$ cat src/agx_pkg.sv
// shared constants, types and helper functions of the audio gain compressor
package agx_pkg;

	// ----------------------------------------------------------------
	// clock and timing
	// ----------------------------------------------------------------
	localparam int CLK_HZ = 100_000_000;
	localparam int CYC_PER_US = CLK_HZ / 1_000_000;
	localparam int ATTACK_TIME_US = 6400; // 6.4 ms per step
	localparam int RELEASE_TIME_MS = 1810; // 1.81 s per step
	localparam int HOLD_TIME_US = 1000; // pause after a gain change before release counts
	localparam int ATTACK_CYC = ATTACK_TIME_US * CYC_PER_US;
	localparam int RELEASE_CYC = RELEASE_TIME_MS * 1000 * CYC_PER_US;
	localparam int HOLD_CYC = HOLD_TIME_US * CYC_PER_US;

	// ----------------------------------------------------------------
	// gain scale: one code is one 0.5 dB step
	// ----------------------------------------------------------------
	localparam int GAIN_W = 7;
	localparam int ENV_W = 8;
	localparam int LVL_W = 9;
	localparam logic [GAIN_W-1:0] GAIN_STEP = 7'h01;
	localparam int FIXED_GAIN_DB = 6;
	localparam int MAX_GAIN_DB = 30;
	localparam logic [GAIN_W-1:0] FIXED_GAIN_CODE = GAIN_W'(FIXED_GAIN_DB * 2);
	localparam logic [GAIN_W-1:0] MAX_GAIN_CODE = GAIN_W'(MAX_GAIN_DB * 2);

	// ----------------------------------------------------------------
	// level scale: envelope code 0 is the floor, one code is 0.5 dB
	// ----------------------------------------------------------------
	localparam int ENV_FLOOR_DBV = -64;
	localparam int LIMIT_DBV = 9;
	localparam int NGATE_MV = 20;
	localparam int NGATE_DBV = -34; // 20 mV rounded to whole dBV
	localparam int COMP_RATIO = 2; // 2:1
	localparam logic [LVL_W-1:0] LIMIT_CODE = LVL_W'((LIMIT_DBV - ENV_FLOOR_DBV) * 2);
	localparam logic [ENV_W-1:0] NGATE_CODE = ENV_W'((NGATE_DBV - ENV_FLOOR_DBV) * 2);
	localparam logic [LVL_W-1:0] COMP_OFFSET = LVL_W'(LIMIT_CODE - LIMIT_CODE / COMP_RATIO);
	localparam logic [LVL_W-1:0] STEADY_BAND = 9'h002; // 1 dB window under the target
	localparam int TEMP_W = 9;
	localparam logic [TEMP_W-1:0] TEMP_LIMIT_C = 9'h096; // 150 degrees C

	// ----------------------------------------------------------------
	// function sets and control states
	// ----------------------------------------------------------------
	typedef enum logic [1:0] {MODE_OFF, MODE_LIMIT, MODE_COMP, MODE_GATE} agx_mode_t;
	typedef enum logic [1:0] {ST_OFF, ST_HOT, ST_RUN} agx_state_t;

	// output level seen at the speaker in level codes
	function automatic logic [LVL_W-1:0] agx_out_level(input logic [ENV_W-1:0] env,
			input logic [GAIN_W-1:0] gain);
		agx_out_level = {1'b0, env} + {2'b00, gain};
	endfunction

	// wanted output level: limiter ceiling, or a 2:1 curve when compressing
	function automatic logic [LVL_W-1:0] agx_target(input agx_mode_t mode,
			input logic [ENV_W-1:0] env);
		if (mode == MODE_LIMIT) begin
			agx_target = LIMIT_CODE;
		end else begin
			agx_target = LVL_W'({1'b0, env} / COMP_RATIO) + COMP_OFFSET;
		end
	endfunction

endpackage

$ cat src/agx_core.sv
// automatic gain control core: stepped gain with attack, hold and release timers
// Contract
// RL1: gain moves by exactly one 0.5 dB step per adjustment
// RL2: near-constant envelope inside the steady window leaves gain unchanged
// RL3: first crossing above limiter cuts gain at once and restarts all timers
// RL4: no further cut while the attack timer is still running, except on a new first crossing above the limiter
// RL5: attack expiry with signal still above limiter cuts one step, restarts timers
// RL6: release expiry with signal below target raises one step, restarts timers
// RL7: select pins pick off, limiter, limiter plus compression, or all plus gate
// RL8: gain stays between fixed gain 6 dB and maximum gain 30 dB
// RL9: attack period 6.4 ms per step, release period 1.81 s per step
// RL10: limiter 9 dBV, gate 20 mV, compression 2:1 are fixed defaults
// RL11: junction above 150 degrees C shuts the amplifier off
// RL12: closed noise gate holds gain and blocks release increases
`timescale 1ns/10ps
module agx_core import agx_pkg::*; #(
	parameter int ATTACK_CYCLES = ATTACK_CYC,
	parameter int RELEASE_CYCLES = RELEASE_CYC,
	parameter int HOLD_CYCLES = HOLD_CYC,
	parameter int TMR_W = 28
) (
	// clock and reset
	input wire logic clk_in,
	input wire logic arst_n_in,
	// static function select pins
	input wire logic function_select_high_in,
	input wire logic function_select_low_in,
	// measured input envelope, 0.5 dB codes above the floor
	input wire logic [ENV_W-1:0] envelope_in,
	// junction temperature in degrees C
	input wire logic [TEMP_W-1:0] junction_temp_in,
	// gain stage control
	output logic [GAIN_W-1:0] gain_out,
	output logic shutdown_out,
	// status
	output logic limiting_out,
	output logic gate_closed_out,
	output logic attack_busy_out
);

	// ----------------------------------------------------------------
	// declarations
	// ----------------------------------------------------------------
	agx_state_t state;
	agx_state_t next_state;
	agx_mode_t mode;
	agx_mode_t next_mode;
	logic [GAIN_W-1:0] gain;
	logic [GAIN_W-1:0] next_gain;
	logic above_prev;
	logic shutdown;
	logic gate_q;
	logic busy_q;
	logic above_w;
	logic below_w;
	logic gate_w;
	logic running;
	logic hot;
	logic first_rise;
	logic at_floor;
	logic at_ceiling;
	logic step_down;
	logic step_up;
	logic restart_all;
	logic atk_done;
	logic rel_done;
	logic hold_done;
	logic steady;
	logic next_busy;
	logic [TMR_W-1:0] since_restart;

	// ----------------------------------------------------------------
	// function selection
	// ----------------------------------------------------------------
	// pins are static straps; sampling them every cycle costs nothing
	assign next_mode = agx_mode_t'({function_select_high_in, function_select_low_in}); // RL7

	always_ff @(posedge clk_in or negedge arst_n_in) begin
		if (!arst_n_in) begin
			mode <= MODE_OFF;
		end else begin
			mode <= next_mode;
		end
	end

	// ----------------------------------------------------------------
	// level decisions
	// ----------------------------------------------------------------
	agx_level u_level (
		.env_in(envelope_in),
		.gain_in(gain),
		.mode_in(mode),
		.above_limit_out(above_w),
		.below_target_out(below_w),
		.gate_closed_out(gate_w)
	);

	// ----------------------------------------------------------------
	// control state
	// ----------------------------------------------------------------
	// thermal trip outranks every function set
	assign hot = (junction_temp_in > TEMP_LIMIT_C); // RL11
	assign next_state = hot ? ST_HOT : (mode == MODE_OFF) ? ST_OFF : ST_RUN; // RL7
	assign running = (state == ST_RUN);

	always_ff @(posedge clk_in or negedge arst_n_in) begin
		if (!arst_n_in) begin
			state <= ST_OFF;
		end else begin
			state <= next_state;
		end
	end

	// ----------------------------------------------------------------
	// timers
	// ----------------------------------------------------------------
	// release only counts once hold has lapsed, so each release period
	// starts fresh after every gain change
	agx_timer #(.W(TMR_W), .LOAD(ATTACK_CYCLES)) u_attack (
		.clk_in(clk_in),
		.arst_n_in(arst_n_in),
		.restart_in(restart_all),
		.run_in(running),
		.expired_out(atk_done)
	);

	agx_timer #(.W(TMR_W), .LOAD(HOLD_CYCLES)) u_hold (
		.clk_in(clk_in),
		.arst_n_in(arst_n_in),
		.restart_in(restart_all),
		.run_in(running),
		.expired_out(hold_done)
	);

	agx_timer #(.W(TMR_W), .LOAD(RELEASE_CYCLES)) u_release (
		.clk_in(clk_in),
		.arst_n_in(arst_n_in),
		.restart_in(restart_all),
		.run_in(running && hold_done),
		.expired_out(rel_done)
	);

	// ----------------------------------------------------------------
	// step decisions
	// ----------------------------------------------------------------
	// bounds look at the registered gain, so a step never lands outside
	// the range even when a cut and a bound meet in one cycle
	assign at_floor = (gain <= FIXED_GAIN_CODE); // RL8
	assign at_ceiling = (gain >= MAX_GAIN_CODE); // RL8
	assign first_rise = running && above_w && !above_prev; // RL3
	// a cut is allowed on the first crossing, later only when attack ends
	assign step_down = running && above_w && !at_floor && (first_rise || atk_done); // RL4
	assign step_up = running && !above_w && below_w && !gate_w && rel_done
		&& !at_ceiling; // RL6
	assign steady = running && !above_w && !below_w; // RL2
	// timers also restart outside of run so tracking resumes cleanly
	assign restart_all = !running || first_rise || step_down || step_up; // RL5

	// one code per step, never more
	assign next_gain = !running ? FIXED_GAIN_CODE :
		step_down ? gain - GAIN_STEP :
		step_up ? gain + GAIN_STEP : gain; // RL1

	always_ff @(posedge clk_in or negedge arst_n_in) begin
		if (!arst_n_in) begin
			gain <= FIXED_GAIN_CODE;
		end else begin
			gain <= next_gain;
		end
	end

	// ----------------------------------------------------------------
	// registered status
	// ----------------------------------------------------------------
	// busy must already show on the cycle after a cut, so a reload counts
	// as running although the timer status still reads expired
	assign next_busy = running && (restart_all || !atk_done); // RL4

	// above_prev is cleared outside run so re-entry counts as a first rise
	always_ff @(posedge clk_in or negedge arst_n_in) begin
		if (!arst_n_in) begin
			above_prev <= 1'b0;
			shutdown <= 1'b0;
			gate_q <= 1'b0;
			busy_q <= 1'b0;
		end else begin
			above_prev <= running && above_w;
			shutdown <= hot; // RL11
			gate_q <= running && gate_w;
			busy_q <= next_busy;
		end
	end

	assign gain_out = gain;
	assign shutdown_out = shutdown;
	assign limiting_out = above_prev;
	assign gate_closed_out = gate_q;
	assign attack_busy_out = busy_q;

	// ----------------------------------------------------------------
	// check helpers
	// ----------------------------------------------------------------
	// cycles since the last timer restart, saturating; only the checks read
	// it, so the long release default costs a counter and no unrolling
	always_ff @(posedge clk_in or negedge arst_n_in) begin
		if (!arst_n_in) begin
			since_restart <= '0;
		end else if (restart_all) begin
			since_restart <= '0;
		end else if (since_restart != '1) begin
			since_restart <= since_restart + TMR_W'(1);
		end
	end
endmodule // agx_core

$ cat src/agx_timer.sv
// restartable down counter used for the attack, release and hold timers
`timescale 1ns/10ps
module agx_timer import agx_pkg::*; #(
	parameter int W = 28,
	parameter int LOAD = 16
) (
	// clock and reset
	input wire logic clk_in,
	input wire logic arst_n_in,
	// control
	input wire logic restart_in,
	input wire logic run_in,
	// status
	output logic expired_out
);

	logic [W-1:0] cnt;

	// restart reloads the full period; counting stops at zero
	always_ff @(posedge clk_in or negedge arst_n_in) begin
		if (!arst_n_in) begin
			cnt <= '0;
		end else if (restart_in) begin
			cnt <= W'(LOAD);
		end else if (run_in && cnt != '0) begin
			cnt <= cnt - W'(1);
		end
	end

	assign expired_out = (cnt == '0);
endmodule // agx_timer

$ cat src/agx_level.sv
// compares the envelope and the current gain against limiter, target and gate
`timescale 1ns/10ps
module agx_level import agx_pkg::*; (
	// inputs
	input wire logic [ENV_W-1:0] env_in,
	input wire logic [GAIN_W-1:0] gain_in,
	input wire agx_mode_t mode_in,
	// decisions
	output logic above_limit_out,
	output logic below_target_out,
	output logic gate_closed_out
);

	logic [LVL_W-1:0] out_level;
	logic [LVL_W-1:0] target;
	logic [LVL_W:0] lifted;

	// levels in one scale so a gain step moves the output by one code
	assign out_level = agx_out_level(env_in, gain_in);
	assign target = agx_target(mode_in, env_in);
	assign lifted = {1'b0, out_level} + {1'b0, STEADY_BAND};

	// the steady window keeps a near-constant signal from hunting
	assign above_limit_out = (out_level > LIMIT_CODE); // RL10
	assign below_target_out = (lifted < {1'b0, target}); // RL2
	assign gate_closed_out = (mode_in == MODE_GATE) && (env_in < NGATE_CODE); // RL12

endmodule // agx_level

$ cat config.mk
export PLATFORM = sky130hd
export DESIGN_NAME = agx_core
export DESIGN_NICKNAME = d
export VERILOG_FILES = /design/src/agx_pkg.sv /design/src/agx_core.sv /design/src/agx_timer.sv /design/src/agx_level.sv
export SDC_FILE = /design/constraint.sdc
export NUM_CORES = 1
export LEC_CHECK = 0
export BUFFER_PORTS_ARGS = -buffer_cell sky130_fd_sc_hd__buf_2
export CORE_MARGIN = 2
export CORE_UTILIZATION = 55
export DETAILED_ROUTE_END_ITERATION = 8
export PLACE_DENSITY = 0.76
export REMOVE_ABC_BUFFERS = 1
export SYNTH_ARGS = -nofsm -noshare
export SYNTH_HDL_FRONTEND = slang
export SYNTH_HIERARCHICAL = 1
export SYNTH_SLANG_ARGS = --single-unit
$ cat constraint.sdc
create_clock -name clk_in -period 4.55 [get_ports clk_in]
set_clock_uncertainty 0.2 [all_clocks]
set_input_delay 0.91 -clock clk_in [delete_from_list [all_inputs] [get_ports clk_in]]
set_output_delay 0.91 -clock clk_in [all_outputs]
set_load 0.01 [all_outputs]
==> flow_summary.ini <==
[outcome]
outcome = finished with violations
violated_checks = setup timing

[synth]
synthCells = 682
netlist_top_cells_area = sky130_fd_sc_hd__dfrtp_1 37%, sky130_fd_sc_hd__ha_1 5.4%, sky130_fd_sc_hd__nor2_1 4.2%
top_cell_type_by_total_area_after_synthesis = sky130_fd_sc_hd__dfrtp_1
synth_top_area_share_pct = 37.01
number_of_register_bits_inferred_by_synthesis = 98
netlist-cell-type-count = 81
synth_sequential_area_ratio_pct = 37.82
ys.flop_type = sky130_fd_sc_hd__dfrtp_1
synth-edff-count = 0
mappedNetlistArea_mm2 = 0.006491
synth.yosys.warnings = 6
avgSynthCellArea_um2 = 9.518
ys_async_sr_fraction_pct = 100.0

[cts]
clk_pin_slew_ns = 0.07
htree_levels = 3
cts.sink_count = 98
clk_path_buf_depth = 2
holdBufCountCts = 0
clock_tree.root_cell = sky130_fd_sc_hd__clkbuf_16
worstSkewPairLatency_ns = 0.35
number_of_cts_inserted_buffers = 9
cts_tree = done

[floorplan]
ios = 32
start_util_pct = 56.61
die_area_mm2 = 0.01269
core-area_mm2 = 0.01147
placement_rows = 39
die_height_um = 112.6
chipWidth_um = 112.6

[worst_setup_path]
worstPathRequired_ns = 4.59
reg2reg_setup_slack_ns = -0.08
worst-endpoint-arrival_ns = 4.89
rr_worst_depth = 23
maximum_single_stage_delay_on_the_critical_path_ns = 0.35
crit-reg2reg-launch = gain_out[0]
slowest_stage = sky130_fd_sc_hd__fa_2
worst-path-max-fanout = 8
critical_path_sink_type = flop
worst_r2r_endpoint = u_release/cnt[20]
worstSetupPathType = input port to flop
cp_num_buf_inv = 5
critPathLaunchType = input port
cp_common_cell = sky130_fd_sc_hd__buf_4
cell_by_cell_listing_of_the_critical_path = buf_6 > ha_4 > fa_2 > a211o_1 > o211a_1 > buf_4 > nor4_2 > buf_4 > nor3_4 > buf_4 > xnor2_1 > ha_1 > o2111ai_4 > a21oi_2 > a211oi_2 > o311a_1 > nor4b_4 > nand3_2 > nand2_4 > nor2_4 > nand2_8 > buf_12 > nor2b_4 > mux2_4
crit_family = simple AND/OR/NAND/NOR gates

[timing]
totalNegativeSetupSlack_ns = -17.23
final_critical_path_share_of_the_clock_period_pct = 106.6
final_hold_viol_count = 0
post-route-min-period_ns = 4.850
grt_setup_unrepaired = true
finalSetupViolations = 92
worst_relative_slew_slack_pct = 32.58
least_margin_pin_slew_ns = 1.011
finalWorstSetupSlack_ns = -0.2997
slew_viol_final = 0
max_clock_freq_mhz = 206.2

[route]
drt-initial-drc-count = 434
wirelength_routed_um = 17040
drc = 0
drt_pass1_iterations = 5
wl_per_cell_um = 18.07
detailroute.via_count = 5965
ant_nets = 0
via_density = 6.326

[power_and_ir_drop]
seq_power_share_pct = 46.1
clockPowerShare_pct = 41.2
sw_frac_of_total_pct = 24.09
cellPowerDensity_mw_per_mm2 = 229.3
share_comb_of_total_power_pct = 12.7
power.leakage_nw = 3.282
report.power.total_mw = 1.904
cell_internal_pwr_mw = 1.445
worst_ir_drop_vdd_uv = 245.5
power.net_switching_uw = 458.6

[finish]
syn_to_final_growth_pct = 27.89
layout.cell_area.non_filler_mm2 = 0.008302
fin_util_pct = 72.40
design.final.nets = 846
mostFrequentLayoutCells = 96 x sky130_fd_sc_hd__dfrtp_1, 64 x sky130_fd_sc_hd__buf_4, 61 x sky130_fd_sc_hd__nor2_1
layout.filler_cells = 793
post_route_cells_drive_above_1_share_pct = 33.13
multi_input_comb_area_mm2 = 0.004197
layout.cells.most_common = sky130_fd_sc_hd__dfrtp_1
sequential_cell_area_mm2 = 0.002455
diodes = 0

[worst_hold_path]
min_path_type = flop to flop
holdPathEnd = u_attack/cnt[26]
origin_of_the_worst_min_delay_path = u_attack/cnt[26]
hold_path_depth = 2

[run]
max_cap_violations = 0

[grt]
antenna_violations_before_repair = 0
grt_overflow_total = 0
grt_use_total_pct = 26.25
grt_pass1_vias = 5762
grt_max_degree = 79
grt_pass1_wl_um = 27540

[place]
place.detailed.hpwl_um = 10790
place_congestion = 0.8745
port-buffer-count = 31
placed_area_mm2 = 0.007248
## how the worst max path moves through the flow
stage	start	end	slack, ns	cells past startpoint
2_1_floorplan	envelope_in[0]	u_release/cnt[18]	-1.83	20
3_3_place_gp	envelope_in[0]	u_attack/cnt[9]	-0.72	22
3_5_place_dp	envelope_in[0]	u_attack/cnt[16]	-0.84	23
4_1_cts	envelope_in[0]	u_release/cnt[20]	-0.21	22
5_1_grt	envelope_in[0]	u_release/cnt[6]	-0.44	23
6_report	envelope_in[0]	u_release/cnt[20]	-0.30	24
## per-stage QoR
stage / hold slack, ns / setup WS (ns) / instances
floorplan: 0.2967 / -1.833 / 660
global placement: 0.3262 / -0.7162 / 900
detailed placement: 0.3364 / -0.8401 / 900
CTS: 0.3507 / -0.2110 / 933
global route: 0.3847 / -0.4358 / 943
finish: 0.3610 / -0.2997 / 943
## metal layers
layer  vias up  routed length, um  GRT usage (%)
li1       2788                  -              -
met1      2953               7303          35.29
met2       186               8671          43.63
met3        38                683          3.024
met4         0                385          10.24
met5         -                  0              0
## power groups by stage
stage,combinational [mW],sequential (mW),clock [mW]
finish,0.242,0.877,0.785
global placement,0.169,0.893,0
detailed placement,0.177,0.893,0
CTS,0.206,0.877,0.799
floorplan,0.0876,0.894,0
global route,0.261,0.877,0.835
## cell families after synthesis
kind of cell / Yosys count / synth area share [%]
buffers and inverters: 42 / 2.930
flip-flops: 98 / 37.82
AO/OA/AOI/OAI: 141 / 15.54
AND/OR/NAND/NOR: 313 / 29.53
XOR/XNOR: 45 / 6.072
multiplexers: 13 / 2.101
adder cells (fa/ha/maj): 30 / 6.014
## tightest hold or removal path, delay by kind of cell, from the launching register on
| kind | cells | cell delay (ns) |
|---|---|---|
| compound gates | 2 | 0.14 |
| flops | 1 | 0.39 |
## timing repair
action / 4_1_cts / 5_1_grt
endpoints found under the setup margin: 92 / 92
pin swaps: 40 / 21
setup buffers: 15 / 10
gates cloned: 3 / 2
gates resized for setup: 54 / 62
## area by class of cell
cell class / count / area share, %
multi-input combinational: 542 / 50.55
sequential: 98 / 29.57
timing repair buffer: 124 / 13.11
clock buffer: 11 / 3.044
tap: 143 / 2.155
inverter: 20 / 0.9344
clock inverter: 5 / 0.6330
## synthesized netlist by cell type (6+ instances only)
cell                       instances
sky130_fd_sc_hd__nand2b_1         11
sky130_fd_sc_hd__nor2_1           73
sky130_fd_sc_hd__nor3_1           26
sky130_fd_sc_hd__nand2_1          28
sky130_fd_sc_hd__nand4_1           6
sky130_fd_sc_hd__or3b_2            6
sky130_fd_sc_hd__dfrtp_1          96
sky130_fd_sc_hd__o21bai_1          6
sky130_fd_sc_hd__or4_1            25
sky130_fd_sc_hd__mux2i_1           8
sky130_fd_sc_hd__nor2b_1          18
sky130_fd_sc_hd__inv_1            18
sky130_fd_sc_hd__nor4b_1           6
sky130_fd_sc_hd__or3_1            25
sky130_fd_sc_hd__o21ai_0          26
sky130_fd_sc_hd__o211ai_1          7
sky130_fd_sc_hd__xor2_1           25
sky130_fd_sc_hd__nor4_1           25
sky130_fd_sc_hd__ha_1             28
sky130_fd_sc_hd__o31ai_1          15
sky130_fd_sc_hd__xnor2_1          20
sky130_fd_sc_hd__clkbuf_1         15
sky130_fd_sc_hd__a21oi_1          33
sky130_fd_sc_hd__nand3_1          17
## flip-flops by register name (all words and copies together) (netlist names)
signal           flops
attack_busy_out      1
mode                 2
u_release/cnt       28
limiting_out         1
u_attack/cnt        28
state                2
gain_out             7
gate_closed_out      1
u_hold/cnt          28
Power figures use the tool's default switching activity.
